<file path="src/hw/pei_cfg.svh">
// register map, field positions, reset values and thresholds for the phy event interrupt block
`ifndef PEI_CFG_SVH
`define PEI_CFG_SVH
`define PEI_IDX_CTRL 5'h11
`define PEI_IDX_ISR 5'h12
`define PEI_IDX_FCC 5'h14
`define PEI_IDX_REC 5'h15
`define PEI_IDX_LINK 5'h16
`define PEI_CTRL_FDCOL 4
`define PEI_CTRL_POL 3
`define PEI_CTRL_TINT 2
`define PEI_CTRL_GEN 1
`define PEI_CTRL_OE 0
`define PEI_CTRL_RST 16'h0008
`define PEI_CTRL_WMASK 16'h001f
`define PEI_ISR_FLAG_LSB 8
`define PEI_ISR_EN_MASK 6'h3f
`define PEI_FLAG_LINK 5
`define PEI_FLAG_SPEED 4
`define PEI_FLAG_DUPLEX 3
`define PEI_FLAG_AN 2
`define PEI_FLAG_FC 1
`define PEI_FLAG_RE 0
`define PEI_PIN_RST 1'b1
`define PEI_FCC_HALF 8'h7f
`define PEI_FCC_MAX 8'hff
`define PEI_REC_HALF 16'h7fff
`define PEI_REC_MAX 16'hffff
`define PEI_LINK_LINK 0
`define PEI_LINK_SPEED 1
`define PEI_LINK_DUPLEX 2
`define PEI_LINK_ANDONE 3
`define PEI_RDATA_BAD 32'h0000_0000
`endif

</file>
<file path="src/hw/pei_pkg.sv">
// types shared by the phy event interrupt block
package pei_pkg;
   typedef struct packed {
      logic link_up;
      logic speed_100;
      logic full_duplex;
      logic an_complete;
      logic false_carrier;
      logic rx_error;
      logic collision_raw;
   } pei_phy_status_t;
   typedef struct packed {
      logic read;
      logic write;
      logic [7:0] address;
      logic [31:0] writedata;
   } pei_bus_req_t;
   typedef enum logic [1:0] {
      PEI_IDLE = 2'b00,
      PEI_ACT = 2'b01,
      PEI_DONE = 2'b11
   } pei_bus_state_t;
endpackage

</file>
<file path="src/hw/pei_sat_counter.sv">
// saturating event counter with clear-on-read and half-full crossing pulse
`timescale 1ns/1ps
`default_nettype none
module pei_sat_counter #(
   parameter int W = 8,
   parameter logic [W-1:0] HALF = '0,
   parameter logic [W-1:0] MAX = '1
) (
   // clock and reset
   input wire logic mclk,
   input wire logic rst_b,
   // event and control
   input wire logic inc,
   input wire logic clr,
   // state
   output logic [W-1:0] count,
   output logic half_pulse
);
   logic [W-1:0] count_next;
   wire do_inc = inc && (count != MAX);
   assign count_next = clr ? '0 : (do_inc ? count + 1'b1 : count);
   always_ff @(posedge mclk) begin
      if (!rst_b) begin
         count <= '0;
         half_pulse <= 1'b0;
      end else begin
         count <= count_next;
         half_pulse <= !clr && do_inc && (count == HALF);
      end
   end
endmodule
`default_nettype wire

</file>
<file path="src/hw/pei_top.sv">
// phy event interrupt logic: control register, latched event status, counters, interrupt pin
//
// Chosen here: register access over Avalon-MM.
`timescale 1ns/1ps
`default_nettype none
`include "pei_cfg.svh"

module pei_top
   import pei_pkg::*;
(
   // clock and reset
   input wire logic mclk,
   input wire logic rst_b,
   // avalon-mm slave, word address
   input wire logic [7:0] avs_address,
   input wire logic avs_read,
   input wire logic avs_write,
   input wire logic [31:0] avs_writedata,
   output logic [31:0] avs_readdata,
   output logic avs_waitrequest,
   // phy status from the core
   input wire pei_phy_status_t phy_status,
   // collision indication to the mac
   output logic col_out,
   // shared interrupt / power-down pin
   input wire logic irq_or_powerdown_pin_in,
   output logic irq_or_powerdown_pin_out,
   output logic irq_or_powerdown_pin_oe,
   output logic powerdown_req
);
   ////////////////////////////////////////////////////////////////////////////
   // bus handshake: two wait cycles, answer in the third
   pei_bus_state_t bus_state_reg;
   pei_bus_state_t bus_state_next;
   pei_bus_req_t req;
   assign req = '{read: avs_read, write: avs_write, address: avs_address, writedata: avs_writedata};
   wire bus_req = req.read || req.write;
   always_comb begin
      case (bus_state_reg)
         PEI_IDLE: bus_state_next = bus_req ? PEI_ACT : PEI_IDLE;
         PEI_ACT: bus_state_next = PEI_DONE;
         PEI_DONE: bus_state_next = PEI_IDLE;
         default: bus_state_next = PEI_IDLE;
      endcase
   end
   wire bus_fire = (bus_state_reg == PEI_ACT);
   wire rd_fire = bus_fire && req.read;
   wire wr_fire = bus_fire && req.write;
   wire sel_ctrl = (req.address == {3'h0, `PEI_IDX_CTRL});
   wire sel_isr = (req.address == {3'h0, `PEI_IDX_ISR});
   wire sel_fcc = (req.address == {3'h0, `PEI_IDX_FCC});
   wire sel_rec = (req.address == {3'h0, `PEI_IDX_REC});
   wire sel_link = (req.address == {3'h0, `PEI_IDX_LINK});

   // clear-on-read strobes for the counters
   wire fcc_clr = rd_fire && sel_fcc;
   wire rec_clr = rd_fire && sel_rec;

   ////////////////////////////////////////////////////////////////////////////
   // control register
   wire ctrl_wr = wr_fire && sel_ctrl;
   wire [15:0] ctrl_wdata = req.writedata[15:0] & `PEI_CTRL_WMASK;
   wire [15:0] ctrl_rst = `PEI_CTRL_RST;
   logic fdcol_reg;
   logic pol_reg;
   logic tint_reg;
   logic gen_reg;
   logic oe_reg;
   wire fdcol_next = ctrl_wr ? ctrl_wdata[`PEI_CTRL_FDCOL] : fdcol_reg;
   wire pol_next = ctrl_wr ? ctrl_wdata[`PEI_CTRL_POL] : pol_reg;
   wire tint_next = ctrl_wr ? ctrl_wdata[`PEI_CTRL_TINT] : tint_reg;
   wire gen_next = ctrl_wr ? ctrl_wdata[`PEI_CTRL_GEN] : gen_reg;
   wire oe_field_next = ctrl_wr ? ctrl_wdata[`PEI_CTRL_OE] : oe_reg;
   wire fdcol_en = fdcol_reg;
   wire pol_bit = pol_reg;
   wire tint_bit = tint_reg;
   wire gen_bit = gen_reg;
   wire oe_bit = oe_reg;
   wire [15:0] ctrl_view = {11'h000, fdcol_reg, pol_reg, tint_reg, gen_reg, oe_reg};

   ////////////////////////////////////////////////////////////////////////////
   // event detection
   logic [3:0] prev_reg;
   logic [3:0] cur_lvl;
   assign cur_lvl = {phy_status.an_complete, phy_status.full_duplex, phy_status.speed_100, phy_status.link_up};
   wire link_now = cur_lvl[`PEI_LINK_LINK];
   wire link_was = prev_reg[`PEI_LINK_LINK];
   wire speed_now = cur_lvl[`PEI_LINK_SPEED];
   wire speed_was = prev_reg[`PEI_LINK_SPEED];
   wire duplex_now = cur_lvl[`PEI_LINK_DUPLEX];
   wire duplex_was = prev_reg[`PEI_LINK_DUPLEX];
   wire an_now = cur_lvl[`PEI_LINK_ANDONE];
   wire an_was = prev_reg[`PEI_LINK_ANDONE];

   // link, speed and duplex fire on any change, auto-negotiation on completion only
   wire ev_link = link_now != link_was;
   wire ev_speed = speed_now != speed_was;
   wire ev_duplex = duplex_now != duplex_was;
   wire ev_an = an_now && !an_was;

   ////////////////////////////////////////////////////////////////////////////
   // counters
   logic [7:0] fcc_count;
   logic [15:0] rec_count;
   logic fcc_half;
   logic rec_half;
   // false-carrier counter
   pei_sat_counter #(.W(8), .HALF(`PEI_FCC_HALF), .MAX(`PEI_FCC_MAX)) u_fcc (
      .mclk(mclk),
      .rst_b(rst_b),
      .inc(phy_status.false_carrier),
      .clr(fcc_clr),
      .count(fcc_count),
      .half_pulse(fcc_half)
   );

   // receive-error counter
   pei_sat_counter #(.W(16), .HALF(`PEI_REC_HALF), .MAX(`PEI_REC_MAX)) u_rec (
      .mclk(mclk),
      .rst_b(rst_b),
      .inc(phy_status.rx_error),
      .clr(rec_clr),
      .count(rec_count),
      .half_pulse(rec_half)
   );
   ////////////////////////////////////////////////////////////////////////////
   // status flags and enables
   logic [5:0] flag_reg;
   logic [5:0] flag_next;
   logic [5:0] en_reg;
   logic [5:0] en_next;
   logic [5:0] ev_vec;
   assign ev_vec = {ev_link, ev_speed, ev_duplex, ev_an, fcc_half, rec_half};

   // a status read clears the flags, but an event in the same cycle still sets its flag
   wire flag_clr = rd_fire && sel_isr;
   wire [5:0] flag_keep = flag_clr ? 6'h00 : flag_reg;
   wire link_flag_next = flag_keep[`PEI_FLAG_LINK] || ev_vec[`PEI_FLAG_LINK];
   wire speed_flag_next = flag_keep[`PEI_FLAG_SPEED] || ev_vec[`PEI_FLAG_SPEED];
   wire duplex_flag_next = flag_keep[`PEI_FLAG_DUPLEX] || ev_vec[`PEI_FLAG_DUPLEX];
   wire an_flag_next = flag_keep[`PEI_FLAG_AN] || ev_vec[`PEI_FLAG_AN];
   wire fc_flag_next = flag_keep[`PEI_FLAG_FC] || ev_vec[`PEI_FLAG_FC];
   wire re_flag_next = flag_keep[`PEI_FLAG_RE] || ev_vec[`PEI_FLAG_RE];
   // enables never gate the flags
   assign flag_next = {link_flag_next, speed_flag_next, duplex_flag_next,
                       an_flag_next, fc_flag_next, re_flag_next};

   // per-event enables
   wire en_wr = wr_fire && sel_isr;
   wire [5:0] en_wdata = req.writedata[5:0] & `PEI_ISR_EN_MASK;
   wire link_en_next = en_wr ? en_wdata[`PEI_FLAG_LINK] : en_reg[`PEI_FLAG_LINK];
   wire speed_en_next = en_wr ? en_wdata[`PEI_FLAG_SPEED] : en_reg[`PEI_FLAG_SPEED];
   wire duplex_en_next = en_wr ? en_wdata[`PEI_FLAG_DUPLEX] : en_reg[`PEI_FLAG_DUPLEX];
   wire an_en_next = en_wr ? en_wdata[`PEI_FLAG_AN] : en_reg[`PEI_FLAG_AN];
   wire fc_en_next = en_wr ? en_wdata[`PEI_FLAG_FC] : en_reg[`PEI_FLAG_FC];
   wire re_en_next = en_wr ? en_wdata[`PEI_FLAG_RE] : en_reg[`PEI_FLAG_RE];
   assign en_next = {link_en_next, speed_en_next, duplex_en_next,
                     an_en_next, fc_en_next, re_en_next};

   wire [15:0] isr_view = {2'b00, flag_reg, 2'b00, en_reg};

   ////////////////////////////////////////////////////////////////////////////
   // interrupt request and pin
   // per-event requests
   wire irq_link = flag_reg[`PEI_FLAG_LINK] && en_reg[`PEI_FLAG_LINK];
   wire irq_speed = flag_reg[`PEI_FLAG_SPEED] && en_reg[`PEI_FLAG_SPEED];
   wire irq_duplex = flag_reg[`PEI_FLAG_DUPLEX] && en_reg[`PEI_FLAG_DUPLEX];
   wire irq_an = flag_reg[`PEI_FLAG_AN] && en_reg[`PEI_FLAG_AN];
   wire irq_fc = flag_reg[`PEI_FLAG_FC] && en_reg[`PEI_FLAG_FC];
   wire irq_re = flag_reg[`PEI_FLAG_RE] && en_reg[`PEI_FLAG_RE];
   wire any_irq = irq_link || irq_speed || irq_duplex || irq_an || irq_fc || irq_re;
   wire ev_gate = gen_bit && oe_bit;
   wire ev_irq = ev_gate && any_irq;
   wire irq_req = tint_bit || ev_irq;
   wire pin_level = pol_bit ? !irq_req : irq_req;

   // pin enable and power-down input
   wire oe_next = oe_bit;
   wire pd_next = !oe_bit && !irq_or_powerdown_pin_in;

   // collision to the mac
   wire col_half = phy_status.collision_raw && !phy_status.full_duplex;
   wire col_full = phy_status.collision_raw && phy_status.full_duplex && fdcol_en;
   wire col_next = col_half || col_full;

   // bus answer
   wire wait_next = !bus_fire;

   ////////////////////////////////////////////////////////////////////////////
   // read data
   wire [31:0] ctrl_rd = {16'h0000, ctrl_view};
   wire [31:0] isr_rd = {16'h0000, isr_view};
   wire [31:0] fcc_rd = {24'h000000, fcc_count};
   wire [31:0] rec_rd = {16'h0000, rec_count};
   wire [31:0] link_rd = {28'h0000000, cur_lvl};

   logic [31:0] rdata_next;
   assign rdata_next = !rd_fire ? 32'h0000_0000 :
                       sel_ctrl ? ctrl_rd :
                       sel_isr ? isr_rd :
                       sel_fcc ? fcc_rd :
                       sel_rec ? rec_rd :
                       sel_link ? link_rd : `PEI_RDATA_BAD;

   ////////////////////////////////////////////////////////////////////////////
   // registers

   // bus sequencer
   always_ff @(posedge mclk) begin
      if (!rst_b) begin
         bus_state_reg <= PEI_IDLE;
      end else begin
         bus_state_reg <= bus_state_next;
      end
   end

   // full-duplex collision enable
   always_ff @(posedge mclk) begin
      if (!rst_b) begin
         fdcol_reg <= ctrl_rst[`PEI_CTRL_FDCOL];
      end else begin
         fdcol_reg <= fdcol_next;
      end
   end

   // pin polarity
   always_ff @(posedge mclk) begin
      if (!rst_b) begin
         pol_reg <= ctrl_rst[`PEI_CTRL_POL];
      end else begin
         pol_reg <= pol_next;
      end
   end

   // test interrupt
   always_ff @(posedge mclk) begin
      if (!rst_b) begin
         tint_reg <= ctrl_rst[`PEI_CTRL_TINT];
      end else begin
         tint_reg <= tint_next;
      end
   end

   // global event enable
   always_ff @(posedge mclk) begin
      if (!rst_b) begin
         gen_reg <= ctrl_rst[`PEI_CTRL_GEN];
      end else begin
         gen_reg <= gen_next;
      end
   end

   // pin output enable
   always_ff @(posedge mclk) begin
      if (!rst_b) begin
         oe_reg <= ctrl_rst[`PEI_CTRL_OE];
      end else begin
         oe_reg <= oe_field_next;
      end
   end

   // previous live levels, loaded with the present levels in reset so no false change follows
   always_ff @(posedge mclk) begin
      if (!rst_b) begin
         prev_reg <= cur_lvl;
      end else begin
         prev_reg <= cur_lvl;
      end
   end

   // event flags
   always_ff @(posedge mclk) begin
      if (!rst_b) begin
         flag_reg <= 6'h00;
      end else begin
         flag_reg <= flag_next;
      end
   end

   // event enables
   always_ff @(posedge mclk) begin
      if (!rst_b) begin
         en_reg <= 6'h00;
      end else begin
         en_reg <= en_next;
      end
   end

   // read data
   always_ff @(posedge mclk) begin
      if (!rst_b) begin
         avs_readdata <= 32'h0000_0000;
      end else begin
         avs_readdata <= rdata_next;
      end
   end

   // waitrequest
   always_ff @(posedge mclk) begin
      if (!rst_b) begin
         avs_waitrequest <= 1'b1;
      end else begin
         avs_waitrequest <= wait_next;
      end
   end

   // collision
   always_ff @(posedge mclk) begin
      if (!rst_b) begin
         col_out <= 1'b0;
      end else begin
         col_out <= col_next;
      end
   end

   // pin drive level
   always_ff @(posedge mclk) begin
      if (!rst_b) begin
         irq_or_powerdown_pin_out <= `PEI_PIN_RST;
      end else begin
         irq_or_powerdown_pin_out <= pin_level;
      end
   end

   // pin enable
   always_ff @(posedge mclk) begin
      if (!rst_b) begin
         irq_or_powerdown_pin_oe <= 1'b0;
      end else begin
         irq_or_powerdown_pin_oe <= oe_next;
      end
   end

   // power-down request
   always_ff @(posedge mclk) begin
      if (!rst_b) begin
         powerdown_req <= 1'b0;
      end else begin
         powerdown_req <= pd_next;
      end
   end
endmodule
`default_nettype wire

</file>
<file path="config.mk">
export PLATFORM = sky130hd
export DESIGN_NAME = pei_top
export DESIGN_NICKNAME = d
export VERILOG_FILES = /design/src/hw/pei_pkg.sv /design/src/hw/pei_sat_counter.sv /design/src/hw/pei_top.sv
export VERILOG_INCLUDE_DIRS = /design/src /design/src/hw
export SDC_FILE = /design/constraint.sdc
export NUM_CORES = 1
export LEC_CHECK = 0
export BUFFER_PORTS_ARGS = -buffer_cell sky130_fd_sc_hd__buf_2
export CAP_MARGIN = 20
export CORE_MARGIN = 3
export CORE_UTILIZATION = 50
export DETAILED_ROUTE_END_ITERATION = 10
export HOLD_SLACK_MARGIN = 0.02
export PLACE_DENSITY = 0.77
export SYNTH_ARGS = -nofsm -noshare
export SYNTH_HDL_FRONTEND = slang
export SYNTH_SLANG_ARGS = --single-unit
</file>
<file path="constraint.sdc">
create_clock -name mclk -period 4.38 [get_ports mclk]
set_input_delay 0.876 -clock mclk [delete_from_list [all_inputs] [get_ports mclk]]
set_output_delay 0.876 -clock mclk [all_outputs]
set_load 0.005 [all_outputs]
</file>
==> results of run 1 <==
==> cells by family after synthesis <==
kind of cell,Yosys count
AND/OR/NAND/NOR,155
flip-flops,70
AO/OA/AOI/OAI,64
buffers and inverters,36
multiplexers,21
XOR/XNOR,9
adder cells (fa/ha/maj),2
other,1
==> per-stage QoR <==
stage	hold WS (ps)	total power, uW
2_1_floorplan	413	735
3_3_place_gp	440	751
3_5_place_dp	461	754
4_1_cts	470	1240
5_1_grt	503	1290
6_report	468	1240
==> worst reg2reg max path, stage by stage (launching register included) <==
cell and delay (ps):
sky130_fd_sc_hd__dfxtp_1 450, sky130_fd_sc_hd__nand4_1 390, sky130_fd_sc_hd__nor4_1 920, sky130_fd_sc_hd__o21ai_0 190
sky130_fd_sc_hd__a21oi_1 180
==> routing by layer <==
metal,track usage,up-vias
met4,0.0623,0
met5,0,-
met2,0.329,97
met3,0.0618,13
met1,0.278,1299
li1,-,1354
==> cell usage in the layout, fill, tap and decap left out, types with 5 or more instances in the layout <==
master	n
sky130_fd_sc_hd__buf_2	46
sky130_fd_sc_hd__a22o_1	6
sky130_fd_sc_hd__nor4_1	5
sky130_fd_sc_hd__inv_1	6
sky130_fd_sc_hd__or3_1	9
sky130_fd_sc_hd__clkbuf_8	9
sky130_fd_sc_hd__conb_1	16
sky130_fd_sc_hd__nand3_1	12
sky130_fd_sc_hd__a21oi_1	12
sky130_fd_sc_hd__nor2_1	33
sky130_fd_sc_hd__nor2b_1	5
sky130_fd_sc_hd__nor3_1	20
sky130_fd_sc_hd__xor2_1	5
sky130_fd_sc_hd__dfxtp_1	70
sky130_fd_sc_hd__a31oi_1	6
sky130_fd_sc_hd__nand2_1	33
sky130_fd_sc_hd__nand2b_1	10
sky130_fd_sc_hd__nand4_1	7
sky130_fd_sc_hd__o21ai_0	16
sky130_fd_sc_hd__mux2i_1	17
==> cells in the mapped netlist, types with 2 or more instances <==
library cell / n / area [um2]
sky130_fd_sc_hd__a22oi_1: 4 / 30.0
sky130_fd_sc_hd__nor2b_1: 5 / 31.3
sky130_fd_sc_hd__nand2b_1: 10 / 62.6
sky130_fd_sc_hd__and3_1: 2 / 12.5
sky130_fd_sc_hd__a32o_1: 3 / 30.0
sky130_fd_sc_hd__nand2_1: 33 / 124
sky130_fd_sc_hd__inv_1: 6 / 22.5
sky130_fd_sc_hd__xor2_1: 5 / 43.8
sky130_fd_sc_hd__a211oi_1: 4 / 30.0
sky130_fd_sc_hd__buf_6: 2 / 22.5
sky130_fd_sc_hd__o21ai_0: 16 / 80.1
sky130_fd_sc_hd__a222oi_1: 3 / 30.0
sky130_fd_sc_hd__a21oi_1: 12 / 60.1
sky130_fd_sc_hd__a31oi_1: 6 / 37.5
sky130_fd_sc_hd__dfxtp_1: 70 / 1400
sky130_fd_sc_hd__mux2i_1: 17 / 170
sky130_fd_sc_hd__xnor2_1: 4 / 35.0
sky130_fd_sc_hd__nand4_1: 7 / 43.8
sky130_fd_sc_hd__nor3b_1: 2 / 15.0
sky130_fd_sc_hd__a22o_1: 6 / 52.6
sky130_fd_sc_hd__and4_1: 4 / 35.0
sky130_fd_sc_hd__mux2_2: 4 / 45.0
sky130_fd_sc_hd__and2_1: 4 / 25.0
sky130_fd_sc_hd__o31ai_1: 2 / 15.0
sky130_fd_sc_hd__ha_1: 2 / 25.0
sky130_fd_sc_hd__or3_1: 9 / 56.3
sky130_fd_sc_hd__nor4_1: 5 / 31.3
sky130_fd_sc_hd__nor2_1: 33 / 124
sky130_fd_sc_hd__nand3_1: 12 / 60.1
sky130_fd_sc_hd__nor3_1: 20 / 100
sky130_fd_sc_hd__buf_4: 17 / 128
sky130_fd_sc_hd__clkbuf_1: 10 / 37.5
==> final cells by class <==
| class | count | share of cell area |
|---|---|---|
| Clock buffer | 12 | 0.0376 |
| Clock inverter | 4 | 0.0132 |
| Inverter | 6 | 0.00626 |
| Multi-Input combinational cell | 267 | 0.461 |
| Sequential cell | 70 | 0.389 |
| Tap cell | 75 | 0.0261 |
| Timing Repair Buffer | 47 | 0.0661 |
==> worst paths after layout <==
path | from | to | cells after the start
setup reg to reg | u_rec.count[3] | u_rec.count[1] | 4
hold reg to reg | bus_state_reg[1] | bus_state_reg[0] | 1
hold / removal | bus_state_reg[1] | bus_state_reg[0] | 1
setup / recovery | avs_address[5] | u_rec.count[3] | 5
==> report_power, final <==
group | total [uW] | internal (uW) | switching [uW] | leakage (uW)
clock network | 496 | 262 | 234 | 0.0000904
registers | 658 | 648 | 10.1 | 0.000568
logic | 82.6 | 32.3 | 50.3 | 0.000715
total | 1240 | 942 | 295 | 0.00137
==> reports/qor.txt, run 1 <==
Result of the run - completed
Xor/xnor cell area share of the yosys netlist - 0.0245
Top sig layer - met4
Total iterations of the first detailed-routing run - 6
Post-route setup TNS - 0 ps
Number of nets in the finished design - 455
Final Non-Filler Cells - 481
Post-synthesis sequential element count - 70
Initial DRC count - 224
Max-cap check violation count - 0
Via count of the first global-routing pass - 2496
Biggest registers after layout - avs_readdata: 16 flops, u_rec.count: 16 flops, u_fcc.count: 8 flops
Critical Path Max Stage Delay - 770 ps
Crit path required time - 4580 ps
Gate count after technology mapping - 358
Utilization of the core after routing - 0.594
Chip height - 86.3 um
Multiplexer area fraction after synthesis - 0.0668
Combined global-route utilization of all metal layers - 0.209
Floorplan die area - 7440 um2
Maximum number of pins on one net before global-route repair - 32
Clock transition at the registers of the reported paths - 70 ps
Final setup fails - 0
Type of the most critical hold path - register to register
Total inserted antenna cells - 0
Sequential-to-total area share from yosys stat - 0.435
Average size of a mapped cell - 9.00 um2
Worst-path cell with the longest stage delay - sky130_fd_sc_hd__o31ai_4
Register area - 1400 um2
Count of instances resized after the clock tree is built - 0
Core Region - 6060 um2
Routed wire length - 7400 um
Setup clock skew after layout - 7.98 ps
Launching element type of the critical path - input pin
Post-Synthesis Cell Area - 3220 um2
Post-route cell area - 3600 um2
Via-per-instance ratio - 5.74
First-pass GRT wire length - 12200 um
Number of placed instances with taps included - 465
Unrepaired setup endpoints after global routing - no
Filler cell count - 550
Area growth from synthesis to layout - 11.7%
Post-CTS setup buffers - 0
Cell Area, Placed - 3420 um2
DPL Wire Length - 5360 um
Initial core utilization - 0.531
Per-cell routed wire length - 15.4 um
Area used by multi-input combinational logic - 1660 um2
H-tree depth reported by CTS - 3
Initial antenna violation count - 0
Static leakage - 0.00137 uW
Flip-flop cell with the highest count after synthesis - sky130_fd_sc_hd__dfxtp_1
Critical path cell sequence - buf_2 > or4b_4 > or2_0 > o31ai_4 > nor3_1
Power Density - 344 nW/um2
Adder-cell share of the synthesized area - 0.00777
Simple-gate share of the synthesized area - 0.254
Slack of the worst reg-to-reg path - 2190 ps
Total via count in the routed design - 2763
Site row count - 28
Count of clock tree sinks - 70
Maximum clock frequency - 370 MHz
Largest family of logic cells by synthesized area - simple AND/OR/NAND/NOR gates
Largest buffer count on any clock path - 2
Sum of buffers and inverters on the critical path - 1
CTS hold repair buffers - 0
Shortest clock period the worst path allows after layout - 2700 ps
Data arrival time of the critical path - 2900 ps
Clock tree from TritonCTS - built
CP Capture Type - register
Worst Tran Pin Value - 937 ps
Ports - 89
Number of input and output port buffers inserted - 46
Worst VDD drop - 0.000222 V
Root cell of the clock tree - sky130_fd_sc_hd__clkbuf_8
Leftover overflow at the end of global routing - 0
Crit path kind - input pin to register
Die outline width - 86.3 um
Clk_lat worst skew - 340 ps
DRC violations left - 0
Critical path's top delay family - simple AND/OR/NAND/NOR gates
Post-route fraction of the period consumed by the critical path - 0.617
Proportion of register bits with asynchronous set or reset after synthesis - 0
Setup slack after layout - 1680 ps
Complex-gate fraction of the synthesized area - 0.144
Antenna viol nets, final - 0
Number of clock buffers inserted by TritonCTS - 9
Final RePlAce weighted congestion - 0.889
YS warnings - 0
Count of final max-slew check failures - 0
Layout cells sized above 1 - 0.172
Met2 WL post-DR - 3460 um
Number of enable-type register cells in the synthesized netlist - 0
Routed length on met3 - 435 um
Critical-path maximum fanout - 17
Slew Limit Headroom - 0.369
Distinct cells, synth - 51
Final hold violations - 0
Met1 routed wirelength after detailed routing - 3410 um
Post-Place Setup Slack - 1350 ps
(Power assumes the default switching activity.)
==> run 2: changes to the inputs <==
clock period = 2.71 ns   (was 4.38 ns; I/O delays follow)
==> run 2 against run 1 <==
- final cell count up 1.5%
- sequential share of layout area shrank 1.2 points
- sequential power increased by 61%
- hold slack worse by 130 ps
- worst setup slack lost 980 ps
- die area unchanged
- first-iteration DRC count grew 3.1%
- critical path depth decreased by 1
- non-clock buffer count grew 8
- global-route usage grew 0.54 points
- sequential cell count stayed put
- total power rose by 78%
- largest power group unchanged
- highest routed layer unchanged
==> reports/qor.txt, run 2 (synthesis gave the netlist of run 1 again) <==
Count of clock tree sinks - 70 (unchanged)
First-pass GRT wire length - 12600 um (+3.1%)
Chip height - 86.3 um (unchanged)
Unrepaired setup endpoints after global routing - no
Internal power of the cells - 1710 uW (+82%)
Post-CTS setup buffers - 0 (unchanged)
Top library cells by usage in the layout, fill and taps aside - 70 x sky130_fd_sc_hd__dfxtp_1, 46 x sky130_fd_sc_hd__buf_2, 33 x sky130_fd_sc_hd__nor2_1, 33 x sky130_fd_sc_hd__nand2_1, 20 x sky130_fd_sc_hd__nor3_1
Clock tree from TritonCTS - built
Number of placed instances with taps included - 473 (+1.7%)
Final setup fails - 0 (unchanged)
DPL Wire Length - 5460 um (+1.8%)
Share of power burned in combinational logic - 0.064 (-0.003)
Final Non-Filler Cells - 488 (+1.5%)
Switching Power - 489 uW (+66%)
Worst VDD drop - 0.000469 V (+110%)
Routed wire length - 7450 um (+0.77%)
Floorplan die area - 7440 um2 (unchanged)
Via-per-instance ratio - 5.69 (-0.86%)
GR Util met2 - 0.345 (+0.0168)
Initial core utilization - 0.531 (unchanged)
Total inserted antenna cells - 0 (unchanged)
Antenna viol nets, final - 0 (unchanged)
Global Route met3 Usage - 0.0608 (-0.000951)
Critical-path maximum fanout - 11 (-6)
Number of clock buffers inserted by TritonCTS - 9 (unchanged)
Initial antenna violation count - 0 (unchanged)
Met1 GRT Util - 0.276 (-0.00222)
Highest-utilization routing layer at the global route stage - met2
Initial DRC count - 231 (+3.1%)
Biggest registers after layout - avs_readdata: 16 flops, u_rec.count: 16 flops, u_fcc.count: 8 flops
Via count of the first global-routing pass - 2622 (+5.0%)
Type of the most critical hold path - input pin to register
Clock transition at the registers of the reported paths - 70 ps (about the same)
Launching element type of the critical path - register
Largest buffer count on any clock path - 2 (unchanged)
Shortest clock period the worst path allows after layout - 2020 ps
Setup clock skew after layout - 8.07 ps (+0.0918 ps)
Core Region - 6060 um2 (unchanged)
Worst-path cell with the longest stage delay - sky130_fd_sc_hd__or3_1
Count of instances resized after the clock tree is built - 0 (unchanged)
Root cell of the clock tree - sky130_fd_sc_hd__clkbuf_8
Per-cell routed wire length - 15.3 um (-0.67%)
Max-cap check violation count - 0 (unchanged)
Result of the run - completed
Final RePlAce weighted congestion - 0.859 (-3.4%)
Data arrival time of the critical path - 2300 ps (-600 ps)
Clock power share - 0.452 (+0.051)
Crit path kind - register to register
Die outline width - 86.3 um (unchanged)
Number of input and output port buffers inserted - 46 (unchanged)
Post-route fraction of the period consumed by the critical path - 0.744
Clk_lat worst skew - 350 ps (about the same)
Sw Share - 0.222 (-0.0161)
Ports - 89 (unchanged)
Post-Place Setup Slack - 367 ps (-979 ps)
DRC violations left - 0 (unchanged)
Crit path required time - 3000 ps (-1580 ps)
Sequential power share - 0.484 (-0.048)
Maximum number of pins on one net before global-route repair - 31 (-3.1%)
Total iterations of the first detailed-routing run - 5 (-1)
Setup slack after layout - 693 ps (-985 ps)
CP Capture Type - register
Area growth from synthesis to layout - 15.2%
Site row count - 28 (unchanged)
Total power of the final layout - 2200 uW (+78%)
H-tree depth reported by CTS - 3 (unchanged)
Layout cells sized above 1 - 0.194 (+0.0213)
Combined global-route utilization of all metal layers - 0.214 (+0.00543)
Final hold violations - 0 (unchanged)
Slack of the worst reg-to-reg path - 690 ps (-1500 ps)
Count of final max-slew check failures - 0 (unchanged)
Static leakage - 0.00144 uW (+4.6%)
CTS hold repair buffers - 0 (unchanged)
Critical Path Max Stage Delay - 550 ps (-220 ps)
Leftover overflow at the end of global routing - 0 (unchanged)
Power Density - 593 nW/um2 (+72%)
Critical path cell sequence - nand4_1 > or3_1 > or4_1 > a21oi_1
Worst hold slack across all endpoints - 337 ps (-130 ps)
Maximum clock frequency - 496 MHz
Number of nets in the finished design - 463 (+1.8%)
Total via count in the routed design - 2779 (+0.58%)
Post-route setup TNS - 0 ps (unchanged)
Most frequent standard cell in the layout excluding fill and tap cells - sky130_fd_sc_hd__dfxtp_1
==> run 2: changes by cell type in the layout (fill, tap and decap cells not counted) <==
| cell | change |
|---|---|
| sky130_fd_sc_hd__clkbuf_1 | -3 |
| sky130_fd_sc_hd__buf_4 | +8 |
| sky130_fd_sc_hd__clkinv_2 | -1 |
| sky130_fd_sc_hd__clkinv_4 | +1 |
| sky130_fd_sc_hd__bufinv_16 | +2 |
==> run 2: worst paths after layout <==
kind / startpoint / depth (start not counted) / end
worst min-delay path: phy_status[3] / 1 / prev_reg[3]
worst max register to register: u_rec.count[4] / 4 / u_rec.count[13]
worst min register to register: en_reg[3] / 2 / en_reg[3]
worst max-delay path: u_rec.count[4] / 4 / u_rec.count[13]
==> run 2: final cells by class <==
type | instances | area [um2]
flip-flops and latches | 70 | 1400
well taps | 75 | 93.8
repair buffers | 55 | 298
clock buffers | 9 | 124
fillers | 516 | 2350
inverters | 6 | 22.5
multi-input cells | 267 | 1660
clock inverters | 6 | 111
==> run 2: power groups by stage <==
stage,Clock (uW),Sequential (uW),Combinational (uW)
6_report,994,1060,141
2_1_floorplan,0,1080,108
5_1_grt,1050,1060,157
3_3_place_gp,0,1090,135
4_1_cts,1000,1060,140
3_5_place_dp,0,1090,139
==> run 2: worst max-delay path, delay by kind of cell, from the launching register on <==
kind	cells	cell delay, ps
flops	1	450
simple gates	3	1360
compound gates	1	140
==> run 2: stage by stage <==
step           utilization  area, um2
4_1_cts              0.612       3710
6_report             0.612       3710
5_1_grt              0.612       3710
3_5_place_dp         0.573       3480
3_3_place_gp         0.573       3480
2_1_floorplan            -       3280
==> run 2: routing by layer <==
layer | wire [um] | part of all wire | vias to the layer above
li1 | - | - | 1372
met1 | 3340 | 0.45 | 1304
met5 | 0 | 0 | -
met3 | 454 | 0.061 | 12
met4 | 114 | 0.015 | 0
met2 | 3550 | 0.48 | 91
